[src/design/wrs_pkg.sv]
package wrs_pkg;

  // core clock
  localparam int CLK_PERIOD_NS = 8;

  // register map, 8-bit data
  localparam logic [7:0] ADDR_RST_STATUS = 8'h35;
  localparam logic [7:0] ADDR_GUARD_CTRL = 8'h60;

  // guard control fields
  localparam int GC_IRQ_FLAG = 7;
  localparam int GC_IRQ_EN = 6;
  localparam int GC_PRESC_HI = 5;
  localparam int GC_CHANGE_EN = 4;
  localparam int GC_RESET_EN = 3;
  localparam int GC_PRESC_LO_MSB = 2;

  // reset status fields
  localparam int RS_GUARD = 3;
  localparam int RS_DROOP = 2;
  localparam int RS_EXT = 1;
  localparam int RS_ONSET = 0;

  localparam logic [7:0] GUARD_CTRL_RESET = 8'h00;
  localparam logic [3:0] RST_STATUS_RESET = 4'h1;

  // timed change window, core clock cycles
  localparam logic [2:0] CHANGE_WINDOW_CYC = 3'h4;

  // guard time-out: base count doubled per code step, top legal code
  localparam int GUARD_BASE_CYC = 2048;
  localparam logic [3:0] PRESC_MAX_CODE = 4'h9;
  localparam int GUARD_CNT_W = 21;

  // droop detector: all ones on the level fuse means detector off
  localparam logic [2:0] DROOP_LEVEL_OFF = 3'h7;
  localparam int DROOP_MIN_NS = 2000;
  localparam int DROOP_MIN_CYC = (DROOP_MIN_NS + CLK_PERIOD_NS - 1) / CLK_PERIOD_NS;
  localparam int DROOP_CNT_W = 9;

  // start-up delay choices
  localparam int STARTUP_SHORT_CYC = 16;
  localparam int STARTUP_MID_US = 4100;
  localparam int STARTUP_LONG_US = 65000;
  localparam int STARTUP_MID_CYC = (STARTUP_MID_US * 1000) / CLK_PERIOD_NS;
  localparam int STARTUP_LONG_CYC = (STARTUP_LONG_US * 1000) / CLK_PERIOD_NS;
  localparam int DLY_CNT_W = 24;

  typedef enum logic [1:0] {
    WRS_HOLD,
    WRS_DELAY,
    WRS_GUARD_PULSE,
    WRS_RUN
  } wrs_rst_state_e;

  typedef struct packed {
    logic [7:0] addr;
    logic [7:0] wdata;
    logic wr;
    logic rd;
  } wrs_bus_req_s;

  typedef struct packed {
    logic supply_ok;
    logic ext_reset_n;
    logic droop_low;
    logic droop_high;
  } wrs_analog_s;

endpackage

[src/design/wrs_top.sv]
// Our own choices: the plain strobed port and the placing of the registers.
`timescale 1ns/10ps

// Summary of operation
// - hold reset while supply below onset level
// - onset release runs start-up delay first
// - supply drop reasserts reset at once
// - low reset pin resets the chip
// - pin release runs start-up delay
// - pin disable fuse ignores reset pin
// - droop resets now, releases via delay
// - droop counted only after minimum duration
// - level fuse picks droop level, hysteresis band
// - guard reset is one-cycle pulse, then delay
// - bandgap on for droop, comparator or converter
// - guard counts 128 kHz oscillator cycles
// - restart clears guard counter before time-out
// - interrupt mode raises waking interrupt request
// - reset mode time-out resets the chip
// - combined mode: interrupt first, then reset
// - always-on fuse forces reset mode
// - change opens with change and reset enable
// - protected change only within four cycles
// - time-out selectable from 16ms to 8s
// - after guard reset, reset mode stays on
// - change enable self-clears after four cycles
// - guard reset flag forces reset enable
// - prescale code doubles from 2048 cycles
// - irq flag cleared by vector or one
module wrs_top #(
  parameter int unsigned STARTUP_MID = wrs_pkg::STARTUP_MID_CYC,
  parameter int unsigned STARTUP_LONG = wrs_pkg::STARTUP_LONG_CYC
) (
  // clock and block reset
  input wire logic mclk_i,
  input wire logic resetn_i,
  // register port
  input wire wrs_pkg::wrs_bus_req_s bus_i,
  output logic [7:0] rdata_o,
  // analog and pin inputs
  input wire wrs_pkg::wrs_analog_s analog_i,
  input wire logic guard_osc_i,
  // static fuses and straps
  input wire logic reset_pin_disable_fuse_i,
  input wire logic guard_always_on_fuse_i,
  input wire logic [2:0] droop_level_fuse_i,
  input wire logic [1:0] startup_sel_i,
  // core side
  input wire logic guard_restart_i,
  input wire logic guard_irq_ack_i,
  input wire logic comparator_bandgap_select_i,
  input wire logic adc_enable_i,
  // outputs
  output logic sys_reset_n_o,
  output logic guard_irq_o,
  output logic bandgap_en_o,
  output logic [2:0] droop_level_o
);
  import wrs_pkg::*;

  typedef struct packed {
    wrs_rst_state_e st;
    logic [DLY_CNT_W-1:0] dly_cnt;
    logic [DROOP_CNT_W-1:0] droop_cnt;
    logic droop_det;
    logic osc_meta;
    logic osc_sync;
    logic osc_prev;
    logic [GUARD_CNT_W-1:0] guard_cnt;
    logic irq_en;
    logic reset_en;
    logic [2:0] ce_cnt;
    logic [3:0] presc;
    logic irq_flag;
    logic [3:0] rst_flags;
    logic [7:0] rdata;
    logic sys_rst_n;
    logic irq;
    logic bandgap;
    logic [2:0] droop_level;
  } wrs_state_s;

  wrs_state_s s_r;
  wrs_state_s s_nxt;

  function automatic logic [DLY_CNT_W-1:0] startup_len(input logic [1:0] sel);
    logic [DLY_CNT_W-1:0] len;
    len = DLY_CNT_W'(STARTUP_SHORT_CYC);
    if (sel == 2'h1) begin
      len = DLY_CNT_W'(STARTUP_MID);
    end else if (sel[1]) begin
      len = DLY_CNT_W'(STARTUP_LONG);
    end
    return len;
  endfunction

  // reserved codes fall back to the longest period rather than stopping
  function automatic logic [GUARD_CNT_W-1:0] guard_last(input logic [3:0] code);
    logic [3:0] c;
    c = (code > PRESC_MAX_CODE) ? PRESC_MAX_CODE : code;
    return GUARD_CNT_W'((GUARD_BASE_CYC << c) - 1);
  endfunction

  logic droop_en;
  logic onset_src;
  logic ext_src;
  logic level_src;
  logic osc_tick;
  logic re_eff;
  logic ie_eff;
  logic timeout;
  logic guard_reset_evt;
  logic ctrl_wr;
  logic stat_wr;
  logic window_open;

  always_comb begin
    droop_en = (droop_level_fuse_i != DROOP_LEVEL_OFF);
    onset_src = ~analog_i.supply_ok;
    ext_src = ~analog_i.ext_reset_n & ~reset_pin_disable_fuse_i;
    level_src = onset_src | ext_src | s_r.droop_det;
    osc_tick = s_r.osc_sync & ~s_r.osc_prev;
    re_eff = s_r.reset_en | s_r.rst_flags[RS_GUARD] | guard_always_on_fuse_i;
    ie_eff = s_r.irq_en & ~guard_always_on_fuse_i;
    timeout = osc_tick & (re_eff | ie_eff) && (s_r.guard_cnt >= guard_last(s_r.presc));
    // unserved interrupt in combined mode escalates to reset
    guard_reset_evt = timeout & re_eff & (~ie_eff | s_r.irq_flag);
    ctrl_wr = bus_i.wr && (bus_i.addr == ADDR_GUARD_CTRL);
    stat_wr = bus_i.wr && (bus_i.addr == ADDR_RST_STATUS);
    window_open = (s_r.ce_cnt != 3'h0);
  end

  always_comb begin
    s_nxt = s_r;

    // oscillator edge into the core domain; meta flop feeds only sync
    s_nxt.osc_meta = guard_osc_i;
    s_nxt.osc_sync = s_r.osc_meta;
    s_nxt.osc_prev = s_r.osc_sync;

    // droop: low threshold must persist; release only above high threshold
    if (!droop_en) begin
      s_nxt.droop_cnt = '0;
      s_nxt.droop_det = 1'b0;
    end else if (analog_i.droop_low) begin
      if (s_r.droop_cnt >= DROOP_CNT_W'(DROOP_MIN_CYC)) begin
        s_nxt.droop_det = 1'b1;
      end else begin
        s_nxt.droop_cnt = s_r.droop_cnt + DROOP_CNT_W'(1);
      end
    end else begin
      s_nxt.droop_cnt = '0;
      if (analog_i.droop_high) begin
        s_nxt.droop_det = 1'b0;
      end
    end

    // reset sequencer
    case (s_r.st)
      WRS_HOLD: begin
        s_nxt.dly_cnt = startup_len(startup_sel_i);
        if (!level_src) begin
          s_nxt.st = WRS_DELAY;
        end
      end
      WRS_DELAY: begin
        if (level_src) begin
          s_nxt.st = WRS_HOLD;
        end else if (s_r.dly_cnt <= DLY_CNT_W'(1)) begin
          s_nxt.st = WRS_RUN;
        end else begin
          s_nxt.dly_cnt = s_r.dly_cnt - DLY_CNT_W'(1);
        end
      end
      WRS_GUARD_PULSE: begin
        s_nxt.dly_cnt = startup_len(startup_sel_i);
        s_nxt.st = level_src ? WRS_HOLD : WRS_DELAY;
      end
      default: begin
        if (level_src) begin
          s_nxt.st = WRS_HOLD;
        end else if (guard_reset_evt) begin
          s_nxt.st = WRS_GUARD_PULSE;
        end
      end
    endcase
    s_nxt.sys_rst_n = (s_nxt.st == WRS_RUN);

    // reset cause flags; hardware set wins over a software clear
    if (stat_wr) begin
      s_nxt.rst_flags = s_r.rst_flags & bus_i.wdata[3:0];
    end
    if (s_r.st == WRS_GUARD_PULSE) begin
      s_nxt.rst_flags[RS_GUARD] = 1'b1;
    end
    if (s_r.droop_det) begin
      s_nxt.rst_flags[RS_DROOP] = 1'b1;
    end
    if (ext_src) begin
      s_nxt.rst_flags[RS_EXT] = 1'b1;
    end
    if (onset_src) begin
      s_nxt.rst_flags = RST_STATUS_RESET;
    end

    // change window count-down
    if (window_open) begin
      s_nxt.ce_cnt = s_r.ce_cnt - 3'h1;
    end

    // guard control writes
    if (ctrl_wr) begin
      s_nxt.irq_en = bus_i.wdata[GC_IRQ_EN];
      if (bus_i.wdata[GC_RESET_EN]) begin
        s_nxt.reset_en = 1'b1;
      end
      if (bus_i.wdata[GC_IRQ_FLAG]) begin
        s_nxt.irq_flag = 1'b0;
      end
      if (bus_i.wdata[GC_CHANGE_EN] && bus_i.wdata[GC_RESET_EN]) begin
        s_nxt.ce_cnt = CHANGE_WINDOW_CYC;
      end else if (window_open && !bus_i.wdata[GC_CHANGE_EN]) begin
        s_nxt.reset_en = bus_i.wdata[GC_RESET_EN];
        s_nxt.presc = {bus_i.wdata[GC_PRESC_HI], bus_i.wdata[GC_PRESC_LO_MSB:0]};
        s_nxt.ce_cnt = 3'h0;
      end
    end

    // vector taken: flag drops; combined mode falls back to reset mode
    if (guard_irq_ack_i) begin
      s_nxt.irq_flag = 1'b0;
      if (re_eff) begin
        s_nxt.irq_en = 1'b0;
      end
    end

    // guard counter
    if (guard_restart_i || timeout) begin
      s_nxt.guard_cnt = '0;
    end else if (osc_tick && (re_eff || ie_eff)) begin
      s_nxt.guard_cnt = s_r.guard_cnt + GUARD_CNT_W'(1);
    end
    if (timeout && ie_eff && !guard_reset_evt) begin
      s_nxt.irq_flag = 1'b1;
    end

    // chip reset returns control to defaults; guard flag keeps reset on
    if (s_r.st != WRS_RUN) begin
      s_nxt.irq_en = GUARD_CTRL_RESET[GC_IRQ_EN];
      s_nxt.reset_en = GUARD_CTRL_RESET[GC_RESET_EN];
      s_nxt.presc = {GUARD_CTRL_RESET[GC_PRESC_HI], GUARD_CTRL_RESET[GC_PRESC_LO_MSB:0]};
      s_nxt.irq_flag = GUARD_CTRL_RESET[GC_IRQ_FLAG];
      s_nxt.ce_cnt = 3'h0;
      s_nxt.guard_cnt = '0;
    end

    // read data, one cycle after the strobe
    s_nxt.rdata = 8'h00;
    if (bus_i.rd) begin
      if (bus_i.addr == ADDR_GUARD_CTRL) begin
        s_nxt.rdata = {s_r.irq_flag, ie_eff, s_r.presc[3], window_open, re_eff,
                       s_r.presc[2:0]};
      end else if (bus_i.addr == ADDR_RST_STATUS) begin
        s_nxt.rdata = {4'h0, s_r.rst_flags};
      end
    end

    // level irq; also serves as wake request while the core sleeps
    s_nxt.irq = s_nxt.irq_flag & ie_eff;
    s_nxt.bandgap = droop_en | comparator_bandgap_select_i | adc_enable_i;
    s_nxt.droop_level = droop_level_fuse_i;
  end

  always_ff @(posedge mclk_i) begin
    if (!resetn_i) begin
      s_r <= '{st: WRS_HOLD, rst_flags: RST_STATUS_RESET, default: '0};
    end else begin
      s_r <= s_nxt;
    end
  end

  always_comb begin
    rdata_o = s_r.rdata;
    sys_reset_n_o = s_r.sys_rst_n;
    guard_irq_o = s_r.irq;
    bandgap_en_o = s_r.bandgap;
    droop_level_o = s_r.droop_level;
  end

endmodule

[config.mk]
export PLATFORM = sky130hd
export DESIGN_NAME = wrs_top
export DESIGN_NICKNAME = d
export VERILOG_FILES = /design/src/design/wrs_pkg.sv /design/src/design/wrs_top.sv
export SDC_FILE = /design/constraint.sdc
export NUM_CORES = 1
export LEC_CHECK = 0
export ABC_CLOCK_PERIOD_IN_PS = 3300
export BUFFER_PORTS_ARGS = -buffer_cell sky130_fd_sc_hd__buf_4
export CORE_MARGIN = 5
export CORE_UTILIZATION = 40
export DETAILED_ROUTE_END_ITERATION = 7
export GPL_ROUTABILITY_DRIVEN = 0
export GPL_TIMING_DRIVEN = 0
export SLEW_MARGIN = 30
export SYNTH_ARGS = -nofsm -noshare
export SYNTH_HDL_FRONTEND = slang
export SYNTH_SLANG_ARGS = --single-unit
export TNS_END_PERCENT = 50
[constraint.sdc]
create_clock -name mclk_i -period 3.3 [get_ports mclk_i]
set_clock_uncertainty 0.05 [all_clocks]
set_input_delay 0.165 -clock mclk_i [delete_from_list [all_inputs] [get_ports mclk_i]]
set_output_delay 0.165 -clock mclk_i [all_outputs]
set_load 0.01 [all_outputs]
-- Yosys cells after proc, flatten, opt, wreduce, memory -nomap -nowiden
Cells that the tools add are included.
- register bits after elaboration: 88
- bits in writable memories: 0
- input bits: 36
- output and inout bits: 14
- word-level logic and storage cells: 131
- memories: 0
- bits in latches: 0
- memory bits (read-only): 0
- shift operators: 1
- magnitude comparators: 4
- bitwise operators: 24
- div/mod/pow operators: 0
- mux-type cells: 35
- add/sub/neg operators: 5
- eq/ne operators: 11
- $mul: 0
- reductions and logical operators: 29
- operator list (cell ; count):
    2-to-1 mux 24 bit ; 3
    case mux 24 bit (2 select lines) ; 1
    less-or-equal comparator 24 x 1 -> 1 bit (second input constant) ; 1
    subtractor 24 x 1 -> 24 bit (second input constant) ; 1
    2-to-1 mux 23 bit ; 1
    adder 21 x 1 -> 21 bit (second input constant) ; 1
    greater-or-equal comparator 21 bit ; 1
    left shift 12 x 4 -> 21 bit (first input constant) ; 1
    subtractor 21 x 2 -> 21 bit (second input constant) ; 1
    2-to-1 mux 4 bit ; 4
    2-to-1 mux 8 bit ; 2
    2-to-1 mux 1 bit ; 15
    2-to-1 mux 10 bit ; 1
    2-to-1 mux 2 bit ; 5
    nonzero test 2 bit ; 5
    adder 9 x 1 -> 9 bit (second input constant) ; 1
    greater-or-equal comparator 9 x 8 -> 1 bit (second input constant) ; 1
    AND reduction 3 bit ; 3
    equality test 8 x 6 -> 1 bit (second input constant) ; 1
    equality test 8 x 7 -> 1 bit (second input constant) ; 1
    logical AND 1 bit ; 8
    NOT 1 bit ; 8
    OR 1 bit ; 8
    AND reduction 2 bit ; 4
    17 further kinds ; 31

-- Longest topological paths before layout
Gate-level depths: netlist (run 1).
- depth after elaboration: 13
- gate-level depth with buffers: 14
- depth with buffers taken out: 12

-- Least setup slack after synthesis (run 1)
No wires, ideal clock.
- path kind: reg2reg
- from: register s_r[22] in the netlist's numbering
- to: register s_r[28] in the netlist's numbering
- library setup time: 128 ps
- slack: 737 ps
- arrival: 2386 ps
- cell stages (with the launch flop): 15
- period minus slack after synthesis: 2563 ps
- path buffers: 2
- data required time: 3122 ps
- path through: dfxtp_1 > clkbuf_1 > nor2_1 > nand3b_1 > ha_1 > nor3_1 > a21o_1 > a22oi_1 > ha_1 > nand4_1 > nor4_1 > o21ai_0 > nand3_1 > clkbuf_1 > nor2_1
- longest elaborated chain between the ends: 8
- ends and longest elaborated chain (element ; RTL line ; RTL):
    start: declaration ; wrs_top.sv:83 ; wrs_state_s s_r;
    start signal: assignment ; wrs_top.sv:278 ; s_r <= s_nxt;
    > comparator 4 bit ; wrs_top.sv:100 ; c = (code > PRESC_MAX_CODE) ? PRESC_MAX_CODE : code;
    2-to-1 mux 4 bit (*) ; wrs_top.sv:100 ;
    left shift 12 x 4 -> 21 bit (*) ; wrs_top.sv:101 ; return GUARD_CNT_W'((GUARD_BASE_CYC << c) - 1);
    subtractor 21 x 2 -> 21 bit (*) ; wrs_top.sv:101 ;
    greater-or-equal comparator 21 bit (*) ; wrs_top.sv:125 ; timeout = osc_tick & (re_eff | ie_eff) && (s_r.guard_cnt >= guard_last(s_r.presc));
    logical AND 1 bit (*) ; wrs_top.sv:125 ;
    logical OR 1 bit (*) ; wrs_top.sv:238 ; if (guard_restart_i || timeout) begin
    OR reduction 3 bit (no source line) (*) ; n/a ;
Every way passes the cells marked *; elsewhere a longest branch is shown, timed or not.
A chain may end at the register's enable or synchronous reset.

-- Final worst setup path (run 1)
- from: register s_r[22] in the netlist's numbering
- to: register s_r[48] in the netlist's numbering
The elaborated chain is that of the path after synthesis.

==> parameters.txt, run 1 <==
Parameter                              Value

Place
  Hpwl dp ... approximately 8.3 mm
  Number of instances in the placed design ... between 700 and 800
  Post-DP Area ... roughly 5000 um2
  Worst setup timing slack at the placement stage ... between 200 and 250 ps
  Quantity of I/O buffers inserted on ports ... 49

Clock tree
  Total number of clock tree sinks ... 88
  Clock tree from TritonCTS ... yes
  Post-CTS repair timing setup buffer count ... 0
  Clock-pin slew of the registers on the worst-case setup and hold paths ... roughly 60 ps
  Clock tree root driver cell ... sky130_fd_sc_hd__clkbuf_16
  Buffers from clock root to sink, at most ... 2
  Clock latency at the later pin of the worst-skew pair ... between 300 and 400 ps
  Clock H-tree levels ... 3
  Number of buffers inserted during clock tree synthesis ... 9

Worst hold path
  Hold endpoint ... s_r[22]
  Hold_sp ... bus_i[7]
  Instance count along the most critical hold path ... 3
  Type of the tightest min-delay check ... input port to flip-flop

Cells and area
  Total number of nets in the final design ... 653
  Non-filler instance count after layout ... 743
  Area growth syn-to-layout ... 20.29%
  Count of fill cells added during filler insertion ... approximately 1100
  Fin util ... 0.4958
  Post-Layout Inst Area ... around 5400 um2
  Fraction of final layout cells with drive strength greater than 1 ... 0.1476
  ANT cells ... 0

Critical path
  Endpoint arrival time on the critical path ... 3040 ps
  Critical Path End Type ... flip-flop
  Critical path launch point type ... flip-flop
  R2r worst-path depth ... 14
  Setup slack, reg-to-reg ... between 400 and 500 ps
  Critical-path maximum fanout ... 10
  Critical path class ... flip-flop to flip-flop
  Data required time of the worst path ... between 3000 and 4000 ps
  Reg-to-reg startpoint ... s_r[22]
  FF-to-FF End ... s_r[48]

Floorplanning
  Die X ... ~120 um
  Die Span Y ... roughly 120 um
  Core footprint ... ~11000 um2
  Die Outline Area ... 13490 um2
  Initial core utilization ... 0.4121
  Site Rows ... 38
  Ports placed on the boundary ... 50

Power
  Power Total ... between 2 and 2.5 mW
  P_leak ... 1.996 nW
  Power density relative to cell area ... about 440 nW/um2
  Worst vdd ir ... 0.3008 mV

Yosys
  Number of flip-flops and latches in the synthesized netlist ... 88
  Post-synth ARST share ... 0
  Cells taking the most area after synthesis ... sky130_fd_sc_hd__dfxtp_1 (39%), sky130_fd_sc_hd__nor2_1 (5.7%), sky130_fd_sc_hd__ha_1 (5.0%), sky130_fd_sc_hd__xnor2_1 (4.1%), sky130_fd_sc_hd__a21oi_1 (2.9%)
  EDFF count, synth ... 0
  Cells after synthesis ... about 530
  Register area share after synthesis ... 0.3909
  Top cells by instance count after synthesis ... sky130_fd_sc_hd__dfxtp_1 (88), sky130_fd_sc_hd__nor2_1 (68), sky130_fd_sc_hd__nand2_1 (31)
  Yosys top cell area share ... 0.3909
  Post-synthesis cell area ... 4507 um2
  Top_reg_cell synth ... sky130_fd_sc_hd__dfxtp_1
  Cell with the most instances after synthesis ... sky130_fd_sc_hd__dfxtp_1
  Cell type with the largest total area after synthesis ... sky130_fd_sc_hd__dfxtp_1
  Post-Syn Area per Cell ... 8.487 um2
  Yosys warnings ... 0
  Unique cell type count in the Yosys netlist ... between 50 and 60
  Number of nets in the synthesized netlist ... a little under 600

Timing
  WHS ... around 24 ps
  Part of the cycle the worst path needs ... 0.8688
  Final-report hold violation count ... 0
  Unrepaired setup endpoints after global routing ... no
  Final Critical Period ... 2867 ps
  Final setup violating endpoints ... 0
  Worst rel slew slack ... 0.4469
  Final slew viol count ... 0
  Crit path setup slack, layout ... 432.8 ps
  Final setup TNS ... 0 ps
  Max Clk Rate ... approximately 350 MHz
  Transition time at the pin with the least slew margin ... between 800 and 900 ps

Status
  Result of the run ... finished clean

Detailed routing
  Number of DRC markers after the initial detailed-route iteration ... 251
  Vias after detailed routing ... 4106
  # DRC ... 0
  Final wirelength ... about 11 mm
  Antenna-violating nets left ... 0
  DR WL/cell ... 15.03 um
  Drt via density ... between 5 and 6
  DRT Pass-1 Iters ... 5

Run
  Number of max-cap violations ... 0

Global route
  Overall routing resource usage ... 0.1734
  Maximum number of pins on one net before global-route repair ... 14
  First-pass GRT wire length ... about 19 mm
  Grt ovf ... 0
  Via count of the first global-routing pass ... 3951
  Antenna violations before repair ... 0
==> cell usage in the layout (no fill, tap or decap), drive strengths merged, types with 4 or more instances in the layout <==
master       netlist  routed
and4               6       6
a22o               6       6
xnor2             21      21
buf               13      62
a21oi             26      26
inv               18      18
dlygate4sd3        0       8
nand2             32      32
nand2b             5       5
nor2              69      69
and3               5       5
mux2i              5       5
or3                7       7
dfxtp             88      88
o2111ai            4       4
nand4             14      14
clkbuf            13      25
xor2              12      12
a31oi             14      14
nand3             25      25
nor4              16      16
nor2b              6       6
a211oi             9       9
or4                6       6
nor3              16      16
o21ai             20      20
o31ai              4       4
and2              11      11
ha                18      18
a21o               4       4
==> flip-flops by register name, indices dropped and copies added, names as in the netlist <==
register       count
s_nxt              2
bandgap_en_o       1
s_r               72
sys_reset_n_o      1
rdata_o            8
guard_irq_o        1
droop_level_o      3
==> critical path, cell delays in order (launching register included) <==
cell	delay [ps]
sky130_fd_sc_hd__dfxtp_1	290
sky130_fd_sc_hd__clkbuf_1	180
sky130_fd_sc_hd__nor2_1	260
sky130_fd_sc_hd__nand3b_1	120
sky130_fd_sc_hd__ha_1	260
sky130_fd_sc_hd__nor3_1	150
sky130_fd_sc_hd__a21o_1	110
sky130_fd_sc_hd__a22oi_1	80
sky130_fd_sc_hd__ha_1	290
sky130_fd_sc_hd__nand4_1	110
sky130_fd_sc_hd__nor4_1	220
sky130_fd_sc_hd__o21ai_0	150
sky130_fd_sc_hd__nand3_1	150
sky130_fd_sc_hd__clkbuf_2	250
sky130_fd_sc_hd__nor2_1	80
==> repair_timing <==
item | CTS | global route
hold buffers | 8 | 0
resized for setup | 0 | 4
hold endpoints to repair | 7 | 0
endpoints found under the setup margin | 0 | 20
==> logic make-up (layout without fill, tap and decap cells) <==
| family | count (synthesis) | count (layout) | share of synthesized area |
|---|---|---|---|
| adder cells (fa/ha/maj) | 18 | 18 | 0.04997 |
| buffers and inverters | 45 | 117 | 0.04775 |
| AND/OR/NAND/NOR | 234 | 234 | 0.2787 |
| multiplexers | 5 | 5 | 0.01111 |
| other | 1 | 1 | 0.0008321 |
| AO/OA/AOI/OAI | 107 | 107 | 0.1566 |
| flip-flops | 88 | 88 | 0.3909 |
| XOR/XNOR | 33 | 33 | 0.06413 |
==> cell type report <==
type	instances	area [um2]	share of cell area
Tap cell	140	175.2	0.03231
Clock inverter	3	42.54	0.007847
Buffer	26	146.4	0.02700
Timing Repair Buffer	57	447.9	0.08262
Inverter	19	71.32	0.01315
Clock buffer	12	246.5	0.04546
Sequential cell	88	1762	0.3249
Multi-Input combinational cell	398	2530	0.4667
==> routing by layer <==
layer  GRT usage  up-vias  share of wire
met3     0.05130       11          0.052
li1            -     2064              -
met4     0.04563        0          0.011
met5           0        -              0
met1      0.2226     1930           0.45
met2      0.2862      101           0.49
==> worst max path at each step <==
stage	start	endpoint
after global placement	s_r[22]	s_r[34]
final	s_r[22]	s_r[48]
after floorplan	s_r[22]	s_r[28]
after CTS	s_r[22]	s_r[30]
after global routing	s_r[22]	s_r[33]
after detailed placement	s_r[22]	s_r[30]
==> report_power, final <==
| group | internal, mW | switching, mW | total, mW | leakage (nW) |
|---|---|---|---|---|
| Combinational | 0.101 | 0.134 | 0.236 | 1.14 |
| Sequential | 1.09 | 0.0261 | 1.11 | 0.716 |
| Clock | 0.603 | 0.409 | 1.01 | 0.139 |
Power figures use the tool's default switching activity.
==> run 2: changes to the inputs <==
- CORE_ASPECT_RATIO: unset -> 1.1
==> parameters.txt, run 2 (synthesis results as in run 1) <==
Parameter                              Value

Timing
  Unrepaired setup endpoints after global routing ... no
  Final setup violating endpoints ... 0 (unchanged)
  Final-report hold violation count ... 0 (unchanged)
  Transition time at the pin with the least slew margin ... 895.5 ps (+67.56 ps)
  Crit path setup slack, layout ... 356.3 ps (-76.51 ps)
  Part of the cycle the worst path needs ... 0.8920 (+0.02318)
  Final slew viol count ... 0 (unchanged)
  Worst rel slew slack ... 0.4017 (-0.04514)
  Final Critical Period ... 2944 ps (+76.51 ps)
  Max Clk Rate ... 339.7 MHz (-2.6%)
  Final setup TNS ... 0 ps (unchanged)

Clock tree
  Clock tree from TritonCTS ... yes
  Clock tree root driver cell ... sky130_fd_sc_hd__clkbuf_16
  Number of buffers inserted during clock tree synthesis ... 9 (unchanged)
  Clock-pin slew of the registers on the worst-case setup and hold paths ... 60 ps (about the same)
  Clock H-tree levels ... 3 (unchanged)
  Total number of clock tree sinks ... 88 (unchanged)
  Clock latency at the later pin of the worst-skew pair ... 340 ps (about the same)
  Buffers from clock root to sink, at most ... 2 (unchanged)

Cells and area
  Register area ... 1762 um2 (unchanged)
  Fraction of final layout cells with drive strength greater than 1 ... 0.1540 (+0.006378)
  Largest register by flop count ... s_r
  Total number of nets in the final design ... 653 (unchanged)
  Highest-count cells in the layout ignoring fill and taps ... sky130_fd_sc_hd__dfxtp_1 (88), sky130_fd_sc_hd__nor2_1 (67), sky130_fd_sc_hd__buf_4 (61)
  Area growth syn-to-layout ... 22.24%
  Most common library cell in the layout ignoring fill and taps ... sky130_fd_sc_hd__dfxtp_1
  Max FFs per register ... 72 (unchanged)
  Non-filler instance count after layout ... 751 (+1.1%)
  ANT cells ... 0 (unchanged)
  Combined area of the multi-input logic cells ... 2532 um2 (about the same)
  Count of fill cells added during filler insertion ... 1034 (-5.9%)

Critical path
  Endpoint arrival time on the critical path ... 3120 ps (+80 ps)
  Dominant cell type by count on the critical path ... sky130_fd_sc_hd__ha_1
  End point of the critical path ... s_r[47]
  Reg-to-reg startpoint ... s_r[22]
  Slowest stage cell, crit path ... sky130_fd_sc_hd__dfxtp_1
  R2r worst-path depth ... 14 (unchanged)
  Maximum single-stage delay on the critical path ... 290 ps (about the same)
  Cells along the critical path ... clkbuf_1 > nor2_2 > nand3b_1 > ha_1 > nor3_1 > a21o_1 > a22oi_1 > ha_1 > nand4_1 > nor4_1 > o21ai_0 > nand3_1 > clkbuf_2 > nor2_1
  Critical path launch point type ... flip-flop
  FF-to-FF End ... s_r[47]
  Setup slack, reg-to-reg ... 360 ps (-80 ps)
  Critical-path maximum fanout ... 10 (unchanged)
  Critical Path End Type ... flip-flop
  Worst setup path start ... s_r[22]
  Critical path class ... flip-flop to flip-flop
  Data required time of the worst path ... 3480 ps (about the same)

Detailed routing
  DRT Pass-1 Iters ... 4 (-1)
  Drt via density ... 5.461 (-1.2%)
  Vias after detailed routing ... 4101 (-0.12%)
  # DRC ... 0 (unchanged)
  Final wirelength ... 11.24 mm (+0.64%)
  Number of DRC markers after the initial detailed-route iteration ... 236 (-6.0%)
  DR WL/cell ... 14.97 um (-0.43%)
  Antenna-violating nets left ... 0 (unchanged)

Place
  Hpwl dp ... 8.161 mm (-1.6%)
  Worst setup timing slack at the placement stage ... 129.8 ps (-102.8 ps)
  Number of instances in the placed design ... 727 (+0.97%)
  Quantity of I/O buffers inserted on ports ... 49 (unchanged)

Power
  Power Total ... 2.580 mW (+9.2%)
  Power density relative to cell area ... 468.3 nW/um2 (+7.5%)
  P_leak ... 2.038 nW (+2.1%)
  Worst vdd ir ... 0.3062 mV (+1.8%)

Global route
  Via count of the first global-routing pass ... 3876 (-1.9%)
  Overall routing resource usage ... 0.1665 (-0.006897)
  First-pass GRT wire length ... 18.57 mm (-0.77%)
  Grt ovf ... 0 (unchanged)
  Maximum number of pins on one net before global-route repair ... 15 (+1)
  Antenna violations before repair ... 0 (unchanged)

Worst hold path
  Hold_sp ... bus_i[7]
  Type of the tightest min-delay check ... input port to flip-flop
  Instance count along the most critical hold path ... 3 (unchanged)

Floorplanning
  Die X ... 111.2 um (-4.3%)
  Die Span Y ... 121.3 um (+4.5%)
  Die Outline Area ... 13490 um2 (about the same)
  Site Rows ... 40 (+5.3%)
  Initial core utilization ... 0.4112 (-0.0009409)
  Ports placed on the boundary ... 50 (unchanged)
  Core footprint ... 10960 um2 (+0.23%)

Status
  Result of the run ... finished clean

Run
  Number of max-cap violations ... 0 (unchanged)
==> run 2: area by class of cell <==
class,instances,share of cell area
Tap cell,147,0.03339
Clock buffer,12,0.04838
Sequential cell,88,0.3198
Timing Repair Buffer,57,0.08131
Clock inverter,4,0.01794
Buffer,26,0.02657
Inverter,19,0.01295
Multi-Input combinational cell,398,0.4597
==> run 2: power breakdown <==
group	internal, mW	switching, mW
Clock	0.803	0.425
Combinational	0.101	0.135
Sequential	1.09	0.0267
==> run 2: routing by layer <==
layer	vias to the layer above	track usage	share of wire
met4	0	0.06616	0.019
met1	1928	0.2149	0.47
li1	2061	-	-
met2	95	0.2745	0.47
met3	17	0.03192	0.040
met5	-	0	0
==> run 2: worst min-delay path by stage <==
stage / endpoint / slack, ps
6_report: s_r[22] / 20
5_1_grt: s_r[22] / 10
4_1_cts: s_r[22] / 2
3_3_place_gp: s_r[14] / 320
3_5_place_dp: s_r[14] / 320
2_1_floorplan: s_r[14] / 190
==> run 2: stage by stage <==
stage	hold slack [ps]	area (um2)	utilization
final	16.47	5509	0.5026
after global routing	12.15	5509	0.5026
after CTS	1.617	5504	0.5022
after detailed placement	323.7	5059	0.4615
after global placement	320.1	5059	0.4615
after floorplan	186.8	4507	-
==> run 2: worst max-delay path: cells and delay by family (launching register included) <==
kind | cells | cell delay [ps]
AO/OA/AOI/OAI | 3 | 360
adder cells (fa/ha/maj) | 2 | 540
buffers and inverters | 2 | 440
AND/OR/NAND/NOR | 7 | 1130
flip-flops | 1 | 290
==> run 2: repair_timing <==
action	4_1_cts	5_1_grt
setup endpoints to repair	0	20
hold buffers	8	0
hold endpoints to repair	7	0
buffers inserted	0	0
resized for setup	0	5
==> run 3: changes to the inputs <==
- ABC_AREA: unset -> 1
- CORE_UTILIZATION: 40 -> 30
- SETUP_SLACK_MARGIN: unset -> 0.1
==> parameters.txt, run 3 <==
Parameter                              Value

Status
  Result of the run ... finished clean

Timing
  Final-report hold violation count ... 0 (unchanged)
  WHS ... 19.85 ps (+3.382 ps)
  Transition time at the pin with the least slew margin ... 840.2 ps (-55.23 ps)
  Final setup violating endpoints ... 0 (unchanged)
  Final setup TNS ... 0 ps (unchanged)
  Worst rel slew slack ... 0.4339 (+0.03219)
  Crit path setup slack, layout ... 464.9 ps (+108.5 ps)
  Final slew viol count ... 0 (unchanged)
  Final Critical Period ... 2835 ps (-108.5 ps)
  Part of the cycle the worst path needs ... 0.8591 (-0.03289)
  Max Clk Rate ... 352.7 MHz (+3.8%)
  Unrepaired setup endpoints after global routing ... no

Detailed routing
  DRT Pass-1 Iters ... 5 (+1)
  Final wirelength ... 12.63 mm (+12%)
  Antenna-violating nets left ... 0 (unchanged)
  Drt via density ... 4.645 (-15%)
  Vias after detailed routing ... 4868 (+19%)
  # DRC ... 0 (unchanged)
  Number of DRC markers after the initial detailed-route iteration ... 245 (+3.8%)
  DR WL/cell ... 12.05 um (-19%)

Global route
  Antenna violations before repair ... 0 (unchanged)
  First-pass GRT wire length ... 21.35 mm (+15%)
  Via count of the first global-routing pass ... 4672 (+21%)
  Grt ovf ... 0 (unchanged)
  Overall routing resource usage ... 0.1325 (-0.03403)
  Maximum number of pins on one net before global-route repair ... 15 (unchanged)

Yosys
  Post-synthesis cell area ... 5042 um2 (+12%)
  Number of flip-flops and latches in the synthesized netlist ... 88 (unchanged)
  EDFF count, synth ... 0 (unchanged)
  Number of nets in the synthesized netlist ... 826 (+41%)
  Post-synth ARST share ... 0 (unchanged)
  Unique cell type count in the Yosys netlist ... 38 (-36%)
  Cell type with the largest total area after synthesis ... sky130_fd_sc_hd__dfxtp_1
  Cell with the most instances after synthesis ... sky130_fd_sc_hd__nand2_1
  Yosys top cell area share ... 0.3494 (-0.04151)
  Yosys warnings ... 0 (unchanged)
  Top cells by instance count after synthesis ... sky130_fd_sc_hd__nand2_1 (171), sky130_fd_sc_hd__nor2_1 (140), sky130_fd_sc_hd__inv_1 (99)
  Cells taking the most area after synthesis ... sky130_fd_sc_hd__dfxtp_1 (35%), sky130_fd_sc_hd__nand2_1 (13%), sky130_fd_sc_hd__nor2_1 (10%), sky130_fd_sc_hd__inv_1 (7.4%), sky130_fd_sc_hd__nand3_1 (5.1%)
  Cells after synthesis ... 772 (+45%)
  Post-Syn Area per Cell ... 6.532 um2 (-23%)
  Register area share after synthesis ... 0.3494 (-0.04151)
  Top_reg_cell synth ... sky130_fd_sc_hd__dfxtp_1

Critical path
  Critical path class ... flip-flop to flip-flop
  Critical Path End Type ... flip-flop
  Critical path launch point type ... flip-flop
  Endpoint arrival time on the critical path ... 3010 ps (-110 ps)
  Critical-path maximum fanout ... 10 (unchanged)
  Data required time of the worst path ... 3480 ps (about the same)

Clock tree
  Clock latency at the later pin of the worst-skew pair ... 350 ps (about the same)
  Clock tree from TritonCTS ... yes
  Post-CTS repair timing setup buffer count ... 0 (unchanged)
  Total number of clock tree sinks ... 88 (unchanged)
  Clock tree root driver cell ... sky130_fd_sc_hd__clkbuf_16
  Buffers from clock root to sink, at most ... 2 (unchanged)
  Clock H-tree levels ... 3 (unchanged)
  Number of buffers inserted during clock tree synthesis ... 9 (unchanged)
  Clock-pin slew of the registers on the worst-case setup and hold paths ... 60 ps (about the same)

Floorplanning
  Die Span Y ... 146.0 um (+20%)
  Die Outline Area ... 19500 um2 (+45%)
  Die X ... 133.6 um (+20%)
  Initial core utilization ... 0.3069 (-0.1043)
  Site Rows ... 49 (+23%)
  Core footprint ... 16430 um2 (+50%)
  Ports placed on the boundary ... 50 (unchanged)

Power
  Power density relative to cell area ... 427.9 nW/um2 (-8.6%)
  P_leak ... 2.696 nW (+32%)
  Worst vdd ir ... 0.2359 mV (-23%)

Place
  Hpwl dp ... 9.633 mm (+18%)
  Worst setup timing slack at the placement stage ... 470.5 ps (+340.7 ps)
  Post-DP Area ... 5665 um2 (+12%)
  Quantity of I/O buffers inserted on ports ... 49 (unchanged)

Run
  Number of max-cap violations ... 0 (unchanged)

Cells and area
  Count of fill cells added during filler insertion ... 1771 (+71%)
  Fraction of final layout cells with drive strength greater than 1 ... 0.1209 (-0.03312)
  Area growth syn-to-layout ... 20.62%
  Highest-count cells in the layout ignoring fill and taps ... sky130_fd_sc_hd__nand2_1 (171), sky130_fd_sc_hd__nor2_1 (140), sky130_fd_sc_hd__inv_1 (99)
  Total number of nets in the final design ... 893 (+37%)
  ANT cells ... 0 (unchanged)
  Post-Layout Inst Area ... 6082 um2 (+10%)
  Largest register by flop count ... s_r
  Most common library cell in the layout ignoring fill and taps ... sky130_fd_sc_hd__nand2_1
  Max FFs per register ... 72 (unchanged)

Worst hold path
  Type of the tightest min-delay check ... input port to flip-flop
==> run 3: cell types whose count changed in the layout (fill, tap and decap cells not counted), sizes merged, moves of 15 or more <==
| cell | change |
|---|---|
| nand3 | +27 |
| nand2 | +143 |
| a21oi | +18 |
| nor4 | -15 |
| inv | +84 |
| o21ai | +32 |
| nor2 | +79 |
==> run 3: cell families (layout without fill, tap and decap cells) <==
group | count (synthesis) | count (layout) | share of synthesized area
AOI/OAI and AO/OA | 106 | 106 | 0.1099
xor gates and xnor gates | 20 | 20 | 0.03474
adders and majority gates | 18 | 18 | 0.04467
buffers and inverters | 127 | 199 | 0.1122
DFF | 88 | 88 | 0.3494
other | 1 | 1 | 0.0007437
and+or+nand+nor | 412 | 412 | 0.3484
==> run 3: layer usage <==
metal	global-route usage	routed length [um]
met3	0.02905	384
met5	0	0
met2	0.2302	6224
met4	0.04681	265
met1	0.1608	5757
==> run 3: through the flow <==
stage / std cells / utilization / power [mW]
floorplan: 772 / - / 1.329
CTS: 1048 / 0.3702 / 2.636
global route: 1048 / 0.3702 / 2.718
detailed placement: 1025 / 0.3448 / 1.426
global placement: 1025 / 0.3448 / 1.423
finish: 1048 / 0.3702 / 2.603
==> run 3: report_power, final <==
part / switching, mW / internal, mW
combinational: 0.177 / 0.114
sequential: 0.0276 / 1.09
clock: 0.433 / 0.761
total: 0.637 / 1.97
==> run 3: path summary, 6_finish.rpt <==
kind                   from   endpoint  slack (ps)  cells after the start
setup / recovery    s_r[21]    s_r[41]         460                     17
hold / removal     bus_i[8]    s_r[27]          20                      3
setup reg to reg    s_r[21]    s_r[41]         460                     17
hold reg to reg   s_nxt[50]  s_nxt[49]         360                      2
==> run 3: cell type report <==
class,instances,area [um2],area share
multi-input combinational,557,2715,0.4464
sequential,88,1762,0.2897
timing repair buffer,56,437.9,0.07200
inverter,102,387.9,0.06377
tap,204,255.2,0.04197
clock buffer,11,242.7,0.03991
buffer,25,177.7,0.02921
clock inverter,5,103.9,0.01707
==> run 3: timing repair <==
| item | CTS | global route |
|---|---|---|
| resized for setup | 0 | 0 |
| hold endpoints to repair | 6 | 0 |
| hold buffers | 7 | 0 |
==> run 3: worst max-delay path, cell delays in order, from the launching register on <==
cell	delay [ps]
sky130_fd_sc_hd__dfxtp_1	340
sky130_fd_sc_hd__inv_1	140
sky130_fd_sc_hd__nand2_1	70
sky130_fd_sc_hd__nor3_1	250
sky130_fd_sc_hd__inv_1	80
sky130_fd_sc_hd__ha_1	210
sky130_fd_sc_hd__nand3_1	100
sky130_fd_sc_hd__xnor2_1	70
sky130_fd_sc_hd__ha_1	270
sky130_fd_sc_hd__nand2_1	40
sky130_fd_sc_hd__nor2_1	220
sky130_fd_sc_hd__a21boi_0	220
sky130_fd_sc_hd__nor2_1	70
sky130_fd_sc_hd__nand2_1	140
sky130_fd_sc_hd__nand2_1	80
sky130_fd_sc_hd__nand2_1	100
sky130_fd_sc_hd__buf_4	200
sky130_fd_sc_hd__a21oi_1	70
